`config.mk`:
```
export PLATFORM = sky130hd
export DESIGN_NAME = memory_region_decoder
export DESIGN_NICKNAME = d
export VERILOG_FILES = /design/src/core/memory_region_decoder_pkg.sv /design/src/core/region_lookup.sv /design/src/core/memory_region_decoder.sv
export SDC_FILE = /design/constraint.sdc
export NUM_CORES = 1
export LEC_CHECK = 0
export BUFFER_PORTS_ARGS = -buffer_cell sky130_fd_sc_hd__buf_2
export CORE_MARGIN = 1
export CORE_UTILIZATION = 48
export DETAILED_ROUTE_END_ITERATION = 8
export HOLD_SLACK_MARGIN = 0.1
export PLACE_DENSITY = 0.84
export RECOVER_POWER = 25
export SLEW_MARGIN = 20
export SYNTH_ARGS = -nofsm -noshare
export SYNTH_HDL_FRONTEND = slang
export SYNTH_SLANG_ARGS = --single-unit
```
`constraint.sdc`:
```
create_clock -name mclk -period 4.6 [get_ports mclk]
set_clock_uncertainty 0.2 [all_clocks]
set_input_delay 0.46 -clock mclk [delete_from_list [all_inputs] [get_ports mclk]]
set_output_delay 0.46 -clock mclk [all_outputs]
set_load 0.03 [all_outputs]
```
`src/core/memory_region_decoder_pkg.sv`:
```
// constants, types and helpers shared by the memory region decoder
package memory_region_decoder_pkg;

    // ----------------------------------------------------------------
    // address geometry
    // ----------------------------------------------------------------
    localparam int unsigned ADDR_W      = 32;
    localparam int unsigned OFFSET_W    = 26;   // byte address per region
    localparam int unsigned WINDOW_W    = 6;    // addr[31:26], 64 MB steps
    localparam int unsigned STATIC_N    = 6;
    localparam int unsigned SYNC_OK_N   = 4;    // regions 0..3 may be sync
    localparam int unsigned SDRAM_N     = 4;
    localparam int unsigned CARD_N      = 2;
    localparam int unsigned REGWIN_N    = 3;
    localparam int unsigned TYPE_W      = 3;
    localparam int unsigned DIV_W       = 4;

    localparam logic [31:0] STATIC_BASE        = 32'h0000_0000;
    localparam logic [31:0] REGION_SPAN        = 32'h0400_0000;
    localparam logic [31:0] STATIC_LAST_BASE   = 32'h1400_0000;
    localparam logic [31:0] RESERVED_LOW_BASE  = 32'h1800_0000;
    localparam logic [31:0] CARD0_BASE         = 32'h2000_0000;
    localparam logic [31:0] CARD1_BASE         = 32'h3000_0000;
    localparam logic [31:0] PERIPH_BASE        = 32'h4000_0000;
    localparam logic [31:0] DISPLAY_BASE       = 32'h4400_0000;
    localparam logic [31:0] MEMCTL_BASE        = 32'h4800_0000;
    localparam logic [31:0] RESERVED_HIGH_BASE = 32'h4C00_0000;
    localparam logic [31:0] RESERVED_HIGH_LAST = 32'h6000_0000;
    localparam logic [31:0] SDRAM_BASE_DEFAULT = 32'h8000_0000;

    // ----------------------------------------------------------------
    // timing
    // ----------------------------------------------------------------
    localparam int unsigned MCLK_FREQ_KHZ      = 20000;
    localparam int unsigned SDRAM_MAX_FREQ_KHZ = 100000;
    // least divide that keeps the memory clock at or below its ceiling
    localparam int unsigned SDRAM_MIN_DIV_RAW  =
        (MCLK_FREQ_KHZ + SDRAM_MAX_FREQ_KHZ - 1) / SDRAM_MAX_FREQ_KHZ;
    localparam logic [DIV_W-1:0] SDRAM_MIN_DIV =
        DIV_W'((SDRAM_MIN_DIV_RAW < 1) ? 1 : SDRAM_MIN_DIV_RAW);
    localparam logic [DIV_W-1:0] DIV_RESET     = 4'h1;

    // ----------------------------------------------------------------
    // types
    // ----------------------------------------------------------------
    typedef enum logic [2:0] {
        KIND_STATIC, KIND_CARD, KIND_REGS, KIND_SDRAM, KIND_RESERVED
    } region_kind_t;

    typedef enum logic [TYPE_W-1:0] {
        MEM_ASYNC_ROM, MEM_PAGE_ROM, MEM_ASYNC_FLASH, MEM_SRAM,
        MEM_VARIABLE_LATENCY_IO, MEM_SYNC_FLASH, MEM_SYNCHRONOUS_MASK_ROM
    } mem_type_t;

    // true for memory types that need the synchronous static clock
    function automatic logic is_sync_type(input logic [TYPE_W-1:0] t);
        is_sync_type = (t == MEM_SYNC_FLASH) ||
                       (t == MEM_SYNCHRONOUS_MASK_ROM);
    endfunction : is_sync_type

    // effective divide, never faster than the memory clock ceiling
    function automatic logic [DIV_W-1:0] safe_div(input logic [DIV_W-1:0] d);
        safe_div = (d < SDRAM_MIN_DIV) ? SDRAM_MIN_DIV : d;
    endfunction : safe_div

endpackage : memory_region_decoder_pkg

```
`src/core/region_lookup.sv`:
```
// combinational address to region lookup
`timescale 1ns/1ps
`default_nettype none
module region_lookup
    import memory_region_decoder_pkg::*;
#(
    parameter logic [31:0] SDRAM_BASE = SDRAM_BASE_DEFAULT
) (
    input  wire logic [ADDR_W-1:0]   addr,
    output region_kind_t             kind,
    output logic [2:0]               index,
    output logic [OFFSET_W-1:0]      offset
);

    // window numbers of the fixed map, one per 64 MB
    localparam logic [WINDOW_W-1:0] WIN_STATIC_LAST =
        STATIC_LAST_BASE[31:26];
    localparam logic [WINDOW_W-1:0] WIN_RES_LOW   = RESERVED_LOW_BASE[31:26];
    localparam logic [WINDOW_W-1:0] WIN_CARD0     = CARD0_BASE[31:26];
    localparam logic [WINDOW_W-1:0] WIN_CARD1     = CARD1_BASE[31:26];
    localparam logic [WINDOW_W-1:0] WIN_PERIPH    = PERIPH_BASE[31:26];
    localparam logic [WINDOW_W-1:0] WIN_DISPLAY   = DISPLAY_BASE[31:26];
    localparam logic [WINDOW_W-1:0] WIN_MEMCTL    = MEMCTL_BASE[31:26];
    localparam logic [WINDOW_W-1:0] WIN_RES_HIGH  = RESERVED_HIGH_BASE[31:26];
    localparam logic [WINDOW_W-1:0] WIN_RES_LAST  = RESERVED_HIGH_LAST[31:26];

    logic [WINDOW_W-1:0] win;

    assign win    = addr[31:26];
    assign offset = addr[OFFSET_W-1:0];

    // priority walk over the map; anything unmatched reaches no device
    always_comb begin
        kind  = KIND_RESERVED;
        index = 3'h0;
        if (win <= WIN_STATIC_LAST) begin
            kind  = KIND_STATIC;
            index = win[2:0];
        end else if (win >= WIN_RES_LOW && win < WIN_CARD0) begin
            kind = KIND_RESERVED;
        end else if (win >= WIN_CARD0 && win < WIN_CARD1) begin
            kind = KIND_CARD;
        end else if (win >= WIN_CARD1 && win < WIN_PERIPH) begin
            kind  = KIND_CARD;
            index = 3'h1;
        end else if (win == WIN_PERIPH || win == WIN_DISPLAY ||
                     win == WIN_MEMCTL) begin
            kind  = KIND_REGS;
            index = 3'(win - WIN_PERIPH);
        end else if (win >= WIN_RES_HIGH && win <= WIN_RES_LAST) begin
            kind = KIND_RESERVED;
        end else if (addr[31:28] == SDRAM_BASE[31:28]) begin
            kind  = KIND_SDRAM;
            index = {1'b0, addr[27:26]};
        end
    end

endmodule : region_lookup
`default_nettype wire

```
`src/core/memory_region_decoder.sv`:
```
// external memory bus region decoder with partition pair settings
//
// What this block does
// RULE1: six 64 MB static regions from zero, region n at n times 64 MB.
// RULE2: 256 MB at 0x2000_0000 goes to card slot 0, 0x3000_0000 slot 1.
// RULE3: peripheral, display and controller register windows, 64 MB each.
// RULE4: 0x1800_0000-0x1FFF_FFFF and 0x4C00_0000-0x63FF_FFFF reach no device.
// RULE5: SDRAM clock never runs above 100 MHz.
// RULE6: four SDRAM partitions, each 16-bit or 32-bit wide.
// RULE7: each SDRAM partition owns a full 64 MB window.
// RULE8: software keeps both partitions of a pair identical.
// RULE9: each pair has its own clock rate and data width.
// RULE10: memory type per region comes from software-written settings.
// RULE11: static region gets 26-bit byte offset and only its own select.
// RULE12: only static regions 0..3 may run synchronous memory types.
// RULE13: at most one select per address, none for reserved space.
`timescale 1ns/1ps
`default_nettype none
module memory_region_decoder
    import memory_region_decoder_pkg::*;
#(
    parameter logic [31:0] SDRAM_BASE = SDRAM_BASE_DEFAULT
) (
    input  wire logic                      mclk,
    input  wire logic                      srst,
    // request from the internal bus master
    input  wire logic                      reqValid,
    input  wire logic [ADDR_W-1:0]         reqAddr,
    // settings held by the controller's configuration registers
    input  wire logic [STATIC_N*TYPE_W-1:0] staticTypeCfg,
    input  wire logic [STATIC_N-1:0]       staticWideCfg,
    input  wire logic [1:0]                pairWideCfg,
    input  wire logic [DIV_W-1:0]          pairDivCfg0,
    input  wire logic [DIV_W-1:0]          pairDivCfg1,
    // decoded answer, one cycle after the request
    output logic                           respValid,
    output logic [STATIC_N-1:0]            staticRegionSelect_n,
    output logic [CARD_N-1:0]              cardSelect,
    output logic [REGWIN_N-1:0]            regWindowSelect,
    output logic [SDRAM_N-1:0]             sdramSelect,
    output logic                           reservedHit,
    output logic [OFFSET_W-1:0]            regionOffset,
    output logic [TYPE_W-1:0]              memType,
    output logic                           busWide,
    output logic                           syncTypeRefused,
    // memory clock enables, one per partition pair
    output logic [1:0]                     pairTick
);

    // ----------------------------------------------------------------
    // address lookup
    // ----------------------------------------------------------------
    region_kind_t        kind;
    logic [2:0]          index;
    logic [OFFSET_W-1:0] offset;

    region_lookup #(
        .SDRAM_BASE (SDRAM_BASE)
    ) u_lookup (
        .addr   (reqAddr),
        .kind   (kind),
        .index  (index),
        .offset (offset)
    );

    // ----------------------------------------------------------------
    // select and attribute decode
    // ----------------------------------------------------------------
    logic                  respValid_nxt;
    logic [STATIC_N-1:0]   staticSel_nxt;
    logic [CARD_N-1:0]     cardSel_nxt;
    logic [REGWIN_N-1:0]   regSel_nxt;
    logic [SDRAM_N-1:0]    sdramSel_nxt;
    logic                  reserved_nxt;
    logic [OFFSET_W-1:0]   offset_nxt;
    logic [TYPE_W-1:0]     type_nxt;
    logic                  wide_nxt;
    logic                  refused_nxt;
    logic [TYPE_W-1:0]     cfgType;

    // configured type of the addressed static region
    always_comb begin
        cfgType = staticTypeCfg[index*TYPE_W +: TYPE_W];
    end

    // one-hot selects; every select stays idle without a request
    always_comb begin
        respValid_nxt = reqValid;
        staticSel_nxt = '0;
        cardSel_nxt   = '0;
        regSel_nxt    = '0;
        sdramSel_nxt  = '0;
        reserved_nxt  = 1'b0;
        offset_nxt    = '0;
        type_nxt      = MEM_ASYNC_ROM;
        wide_nxt      = 1'b0;
        refused_nxt   = 1'b0;
        if (reqValid) begin
            // RULE13 single select
            case (kind)
                KIND_STATIC: begin
                    // RULE1 static region map
                    staticSel_nxt[index] = 1'b1;
                    // RULE11 byte offset
                    offset_nxt = offset;
                    wide_nxt   = staticWideCfg[index];
                    // RULE10 software type
                    type_nxt   = cfgType;
                    // RULE12 sync types demoted
                    if (index >= 3'(SYNC_OK_N) && is_sync_type(cfgType)) begin
                        type_nxt    = MEM_ASYNC_ROM;
                        refused_nxt = 1'b1;
                    end
                end
                KIND_CARD: begin
                    // RULE2 card slot windows
                    cardSel_nxt[index[0]] = 1'b1;
                    offset_nxt = offset;
                end
                KIND_REGS: begin
                    // RULE3 register windows
                    regSel_nxt[index[1:0]] = 1'b1;
                    offset_nxt = offset;
                end
                KIND_SDRAM: begin
                    // RULE7 64 MB per partition
                    sdramSel_nxt[index[1:0]] = 1'b1;
                    offset_nxt = offset;
                    // RULE6 partition width
                    // RULE8 pair shares one setting
                    wide_nxt = pairWideCfg[index[1]];
                end
                KIND_RESERVED: begin
                    // RULE4 reserved space
                    reserved_nxt = 1'b1;
                end
                default: begin
                    reserved_nxt = 1'b1;
                end
            endcase
        end
    end

    // answer registers, updated every cycle
    always_ff @(posedge mclk) begin
        if (srst) begin
            respValid            <= 1'b0;
            staticRegionSelect_n <= '1;
            cardSelect           <= '0;
            regWindowSelect      <= '0;
            sdramSelect          <= '0;
            reservedHit          <= 1'b0;
            regionOffset         <= '0;
            memType              <= MEM_ASYNC_ROM;
            busWide              <= 1'b0;
            syncTypeRefused      <= 1'b0;
        end else begin
            respValid            <= respValid_nxt;
            staticRegionSelect_n <= ~staticSel_nxt;
            cardSelect           <= cardSel_nxt;
            regWindowSelect      <= regSel_nxt;
            sdramSelect          <= sdramSel_nxt;
            reservedHit          <= reserved_nxt;
            regionOffset         <= offset_nxt;
            memType              <= type_nxt;
            busWide              <= wide_nxt;
            syncTypeRefused      <= refused_nxt;
        end
    end

    // ----------------------------------------------------------------
    // memory clock enables per partition pair
    // ----------------------------------------------------------------
    logic [DIV_W-1:0] divCnt_r   [2];
    logic [DIV_W-1:0] divCnt_nxt [2];
    logic [1:0]       tick_r;
    logic [1:0]       tick_nxt;
    logic [DIV_W-1:0] divLimit   [2];

    // RULE5 clamp to ceiling
    always_comb begin
        divLimit[0] = safe_div(pairDivCfg0);
        divLimit[1] = safe_div(pairDivCfg1);
    end

    // RULE9 independent pair rates
    always_comb begin
        for (int p = 0; p < 2; p++) begin
            if (divCnt_r[p] + 4'h1 >= divLimit[p]) begin
                divCnt_nxt[p] = 4'h0;
                tick_nxt[p]   = 1'b1;
            end else begin
                divCnt_nxt[p] = divCnt_r[p] + 4'h1;
                tick_nxt[p]   = 1'b0;
            end
        end
    end

    // divider state, a tick every divLimit cycles
    always_ff @(posedge mclk) begin
        if (srst) begin
            divCnt_r[0] <= 4'h0;
            divCnt_r[1] <= 4'h0;
            tick_r      <= 2'h0;
        end else begin
            divCnt_r[0] <= divCnt_nxt[0];
            divCnt_r[1] <= divCnt_nxt[1];
            tick_r      <= tick_nxt;
        end
    end

    assign pairTick = tick_r;

endmodule : memory_region_decoder
`default_nettype wire

```
## After elaboration in Yosys (flattened, before gate mapping)

Memories as Yosys holds them, arrays and structs flattened.
Cells that the tools add are included.

| storage, ports and cells | value |
|---|---|
| input port bits | 69 |
| RAM bits | 8 |
| memories | 1 |
| word-level logic and storage cells | 116 |
| register bits | 50 |
| output and inout bits | 50 |

| cells by class | value |
|---|---|
| reductions and logical operators | 20 |
| multiplexer cells | 40 |
| equality and inequality tests | 9 |
| shift-type cells | 1 |
| bitwise logic cells | 9 |
| $lt $le $gt $ge | 21 |
| $mul | 1 |
| $add $sub $neg | 3 |

Memory list:

| memory | depth | bits a word | rd ports | clocked after memory_dff | wr ports | RTL line | text |
|---|---|---|---|---|---|---|---|
| divCnt_r | 2 | 4 | 2 | 0 | 2 | memory_region_decoder.sv:174 | `logic [DIV_W-1:0] divCnt_r [2];` |

Operators by type and width:

| operator | number |
|---|---|
| 3-bit two-way mux | 13 |
| 4-bit two-way mux | 6 |
| 6-bit by 5-bit == test with 1-bit output (second input constant) | 3 |
| 18-bit by 6-bit indexed part select with 3-bit output | 1 |
| 3-bit OR reduction | 5 |
| 1-bit two-way mux | 13 |
| 6-bit by 4-bit greater-or-equal comparator with 1-bit output (second input constant) | 2 |
| 6-bit by 4-bit less-than comparator with 1-bit output (second input constant) | 2 |
| 6-bit two-way mux | 2 |
| 4-bit by 1-bit adder with 4-bit output (second input constant) | 2 |
| 4-bit greater-or-equal comparator | 2 |
| 1-bit logical AND | 8 |
| 4-bit by 1-bit less-than comparator with 1-bit output (second input constant) | 2 |
| 4-bit OR reduction | 2 |
| 3-bit by 2-bit == test with 1-bit output (second input constant) | 2 |
| 3-bit == test (second input constant) | 2 |
| 6-bit by 3-bit greater-or-equal comparator with 1-bit output (second input constant) | 1 |
| 6-bit by 5-bit greater-or-equal comparator with 1-bit output (second input constant) | 1 |
| 6-bit by 3-bit <= comparator with 1-bit output (second input constant) | 1 |
| 6-bit by 5-bit <= comparator with 1-bit output (second input constant) | 1 |
| 6-bit by 5-bit less-than comparator with 1-bit output (second input constant) | 1 |
| 1-bit inverter | 6 |
| 6-bit inverter | 1 |
| 3-bit by 2-bit multiplier with 5-bit output (second input constant) | 1 |
| other kinds (20) | 24 |

## Logic depth before layout (Yosys ltp)

| logic depth | value |
|---|---|
| depth in word-level cells | 15 |
| mapped depth | 9 |
| depth with buffers taken out | 9 |

## Hierarchy

Synthesis repeated with hierarchy kept, for this count alone.

| unflattened totals | value |
|---|---|
| cells, all modules | 236 |
| area, all modules | 2458.6 µm² |

By module, submodules not included:

| module | cells each | area an instance (µm²) | sequential area each (µm²) | times used |
|---|---|---|---|---|
| memory_region_decoder | 191 | 2128.3 | 1161.1 | 1 |
| region_lookup | 45 | 330.3 | 0.0 | 1 |

## Worst setup path before layout

No wires, ideal clock.

| path | value |
|---|---|
| path kind | in2reg |
| from | input pairDivCfg0[1] |
| to | memory divCnt_r[0][0] |
| required time | 4.335 ns |
| path slack | 2.446 ns |
| cell stages on the path | 9 |
| buffers on the path | 0 |
| data arrival time | 1.889 ns |
| library setup time | 0.065 ns |
| cell sequence | inv_1 a31o_2 ha_1 nand2b_1 a21o_1 a21o_1 a21oi_1 nor2b_1 nor2b_1 |

RTL lines:

| item | RTL line | text |
|---|---|---|
| from (decl) | memory_region_decoder.sv:33 | `input wire logic [DIV_W-1:0] pairDivCfg0,` |
| to (decl) | memory_region_decoder.sv:174 |  |

## Final worst setup path

| path | value |
|---|---|
| from | input reqAddr[28] |
| to | register memType[2] |

| between the ends | value |
|---|---|
| cells in the longest elaborated chain, start to end | 14 |
| elaborated cells between the ends (all ways) | 44 |
| those cells by class | add/sub (1); mul (1); order compare (10); eq/ne (6); shift (1); mux (14); bitwise (1); reduce/logical (10) |

RTL lines:

| item | RTL line | text |
|---|---|---|
| from (decl) | memory_region_decoder.sv:28 | `input wire logic [ADDR_W-1:0] reqAddr,` |
| 6-bit by 5-bit greater-or-equal comparator with 1-bit output (tied with other cells) | region_lookup.sv:50 | `end else if (win >= WIN_RES_HIGH && win <= WIN_RES_LAST) begin` |
| 1-bit logical AND (tied with other cells) | region_lookup.sv:50 |  |
| 3-bit two-way mux or 1-bit logical OR (tied branches) | region_lookup.sv:50, region_lookup.sv:46 |  |
| 3-bit two-way mux | region_lookup.sv:46 | `end else if (win == WIN_PERIPH \|\| win == WIN_DISPLAY \|\|` |
| 3-bit two-way mux | region_lookup.sv:43 | `end else if (win >= WIN_CARD1 && win < WIN_PERIPH) begin` |
| 3-bit two-way mux | region_lookup.sv:41 | `end else if (win >= WIN_CARD0 && win < WIN_CARD1) begin` |
| 3-bit two-way mux | region_lookup.sv:39 | `end else if (win >= WIN_RES_LOW && win < WIN_CARD0) begin` |
| 3-bit two-way mux | region_lookup.sv:36 | `if (win <= WIN_STATIC_LAST) begin` |
| 3-bit by 2-bit multiplier with 5-bit output | memory_region_decoder.sv:83 | `cfgType = staticTypeCfg[index*TYPE_W +: TYPE_W];` |
| 18-bit by 6-bit indexed part select with 3-bit output | memory_region_decoder.sv:83 |  |
| 3-bit == test (on tied branches) | memory_region_decoder_pkg.sv:57, memory_region_decoder_pkg.sv:58 |  |
| 1-bit logical OR | memory_region_decoder_pkg.sv:57 | `is_sync_type = (t == MEM_SYNC_FLASH) \|\|` |
| 1-bit logical AND | memory_region_decoder.sv:110 | `if (index >= 3'(SYNC_OK_N) && is_sync_type(cfgType)) begin` |
| 4-bit OR reduction (no source line) | -- |  |
| to (signal assigned) | memory_region_decoder.sv:165 | `memType <= type_nxt;` |
| to (decl) | memory_region_decoder.sv:43 | `output logic [TYPE_W-1:0] memType,` |

Parallel ways exist; a longest one is shown, timed or not.
A chain may end at the register's enable or synchronous reset.

==> summary.txt <==
Run status
  • Status: complete, but fails checks
  • Failing checks: design-rule violations

GRT
  • First-pass GRT wire length: roughly 8400 um
  • Antenna violations before repair: 0
  • Grt total ovfl: 0
  • Total global-route track usage: 0.215
  • Number of global-route vias before repair: about 1900
  • Largest net degree at the start of global routing: 30

Layout
  • Seq. cell area: about 0.0012 sq mm
  • Antenna diode count: 0
  • Final core occ: 0.683
  • Fillers: between 300 and 400
  • Multi-input logic area: around 0.0010 sq mm
  • Fin cells: around 400
  • Layout cell share with drive strength beyond 1: 0.343
  • Layout area overhead: 32.5%
  • Net count, final: ~420

Placement
  • IO buf count: between 100 and 150
  • Place WS: between 2 and 2.5 ns
  • RePlAce Congestion: 0.840
  • Dpl cells: about 390
  • Hpwl dp: 3880 um

Timing
  • Setup violations, final: 0
  • Highest Clock Rate: 427 MHz
  • Max-slew violation total from the final report: 0
  • Crit share post-route: 0.509
  • Hold_ws: ~0.17 ns
  • Setup TNS Final: 0 ns
  • Unrepaired setup endpoints after global routing: false
  • Worst-Margin Slew: a little under 1 ns
  • Max transition margin: 0.346
  • Setup WS post-layout: roughly 2.3 ns
  • Final Hold Viols: 0
  • Min Tclk post-route: 2.34 ns

Clock network
  • H-tree levels: 3
  • Post-cts sizing count: 0
  • Clock buffer depth: 2
  • Clk pin slew, worst setup/hold paths: 0.06 ns
  • Clk sinks: 58
  • Hold_buf cts: 0
  • Worst-skew pair later-pin latency: ~0.31 ns
  • Root buf cell: clkbuf_8
  • CTS tree: done
  • Post-CTS setup buffer count: 0
  • Number of buffers created by CTS: 9

Power and ir drop
  • Switching pwr: 284 uW
  • Sw Ratio: 0.251
  • Clock power frac: 0.365
  • Pwr dens: around 370 mW/mm^2
  • Comb pwr share: 0.162
  • Peak supply drop: about 0.19 mV
  • Sequential share of power: 0.473
  • Int Pwr: about 850 uW
  • P_leak: about 1.6 nW

Synthesis
  • Avg Cell Area, Syn: 10.3 sq um
  • Share of the synthesized area in the top cell type: 0.503
  • Commonest cells in the synthesized netlist: 58 x dfxtp_1, 28 x and3_1, 17 x nor2_1
  • Synth area leaders: dfxtp_1 50%, and3_1 7.6%, ha_1 5.4%
  • Seq cells post-synth: 58
  • Seq/Total Area, Yosys: 0.503
  • EDFF count, synth: 0
  • Syn nets: 304
  • FFs w/ async S/R, synth: 0
  • Most common cell in the netlist: dfxtp_1
  • Prevailing post-synth register cell: dfxtp_1
  • Gate Count Post-Synth: 225
  • Synth warn: 0
  • Yosys cell types: between 40 and 50
  • Synthesized area: between 0.002 and 0.0025 sq mm
  • Synth area leader: dfxtp_1

Critical path
  • Crit. End Element: flop
  • CP Data Required Time: approximately 4.6 ns
  • Startpoint Class: input port
  • WP data arrival: approximately 2.4 ns
  • Critical-path maximum fanout: 10
  • WS Path Type: in2reg

Floorplan
  • Core Area: between 0.004 and 0.005 sq mm
  • Starting Density: 0.516
  • Rows: 24
  • Die width: approximately 71 um
  • Die area: between 0.005 and 0.006 sq mm
  • Chip height: ~71 um
  • IO Pins: between 100 and 150

Drt
  • 1st-pass router iterations: 6
  • Antenna Nets Post-Route: 0
  • DR iter-0 viols: 75
  • Drt total wl: ~5200 um
  • DR DRC count: 10
  • Per-cell routed wire length: between 10 and 15 um
  • Vias/cell: about 5
  • DR vias: 2006

Flow run
  • Max Cap Violations: 0

Worst hold path
  • Hold Path Class: in2reg
==> cell type report <==
cell class	instances	area share
Tap cell	52	0.0213
Clock inverter	2	0.00327
Inverter	9	0.0119
Multi-Input combinational cell	147	0.341
Clock buffer	14	0.0565
Sequential cell	58	0.380
Timing Repair Buffer	120	0.187
==> path summary, 6_finish.rpt <==
path / startpoint / to / slack, ns / cells past startpoint
max: reqAddr[28] / memType[2] / 2.26 / 5
min: reqAddr[10] / regionOffset[10] / 0.17 / 2
max reg2reg: divCnt_r[0][4] / divCnt_r[0][5] / 2.48 / 7
min reg2reg: divCnt_r[0][0] / divCnt_r[0][0] / 0.27 / 1
==> worst max-delay path, stage by stage <==
cell	delay, ns
clkbuf_1	0.15
nor2_1	0.52
nand3_2	0.40
mux4_1	0.56
a32o_1	0.27
==> flip-flops by register name, summed over array words and instances (netlist names) <==
signal / cells
respValid: 1
regWindowSelect: 3
pairTick: 2
memType: 3
sdramSelect: 4
staticRegionSelect_n: 6
cardSelect: 2
reservedHit: 1
syncTypeRefused: 1
regionOffset: 26
busWide: 1
divCnt_r: 8
==> cell families (layout without fill, tap and decap cells) <==
group	count (synthesis)	count (layout)	synth area share
DFF	58	58	0.503
buffers and inverters	20	145	0.0423
AOI/OAI and AO/OA	34	34	0.117
and+or+nand+nor	89	89	0.217
adders and majority gates	10	10	0.0542
muxes	9	9	0.0477
xor gates and xnor gates	5	5	0.0190
==> cell usage in the layout (no fill, tap or decap), types with 2 or more instances in the layout <==
cell       n
a31o_2     2
xnor2_1    3
nor2b_1    7
a221o_1    2
nand3_1    8
nand2_1    8
inv_1      8
nand4_1    4
xor2_1     2
clkbuf_8  12
a22oi_2    2
clkinv_2   2
ha_1      10
nor2_1    18
o21ai_0    3
nand2b_1   4
and3_1    28
a21o_1     5
dfxtp_1   58
nand3_2    2
mux2_2     3
and2_1     6
buf_2     93
clkbuf_1  28
mux2i_1    5
o311a_1    2
a21oi_1    8
==> through the flow <==
stage	area, sq um	total power, mW
5_1_grt	3060	1.19
4_1_cts	3100	1.15
6_report	3060	1.13
3_3_place_gp	2920	0.725
2_1_floorplan	2310	0.671
3_5_place_dp	2920	0.732
==> metal layers <==
| layer | track usage | vias up | share of wire |
|---|---|---|---|
| met4 | 0.129 | 0 | 0.024 |
| met5 | 0 | - | 0 |
| met1 | 0.240 | 884 | 0.42 |
| met2 | 0.378 | 86 | 0.49 |
| met3 | 0.0422 | 10 | 0.069 |
| li1 | - | 1026 | - |
==> power groups by stage <==
stage | Sequential [mW] | Clock (mW) | Combinational, mW
after floorplan | 0.566 | 0 | 0.106
after global placement | 0.545 | 0 | 0.180
after detailed placement | 0.546 | 0 | 0.187
after CTS | 0.535 | 0.425 | 0.187
after global routing | 0.537 | 0.447 | 0.207
final | 0.535 | 0.413 | 0.183
Power figures use the tool's default switching activity.
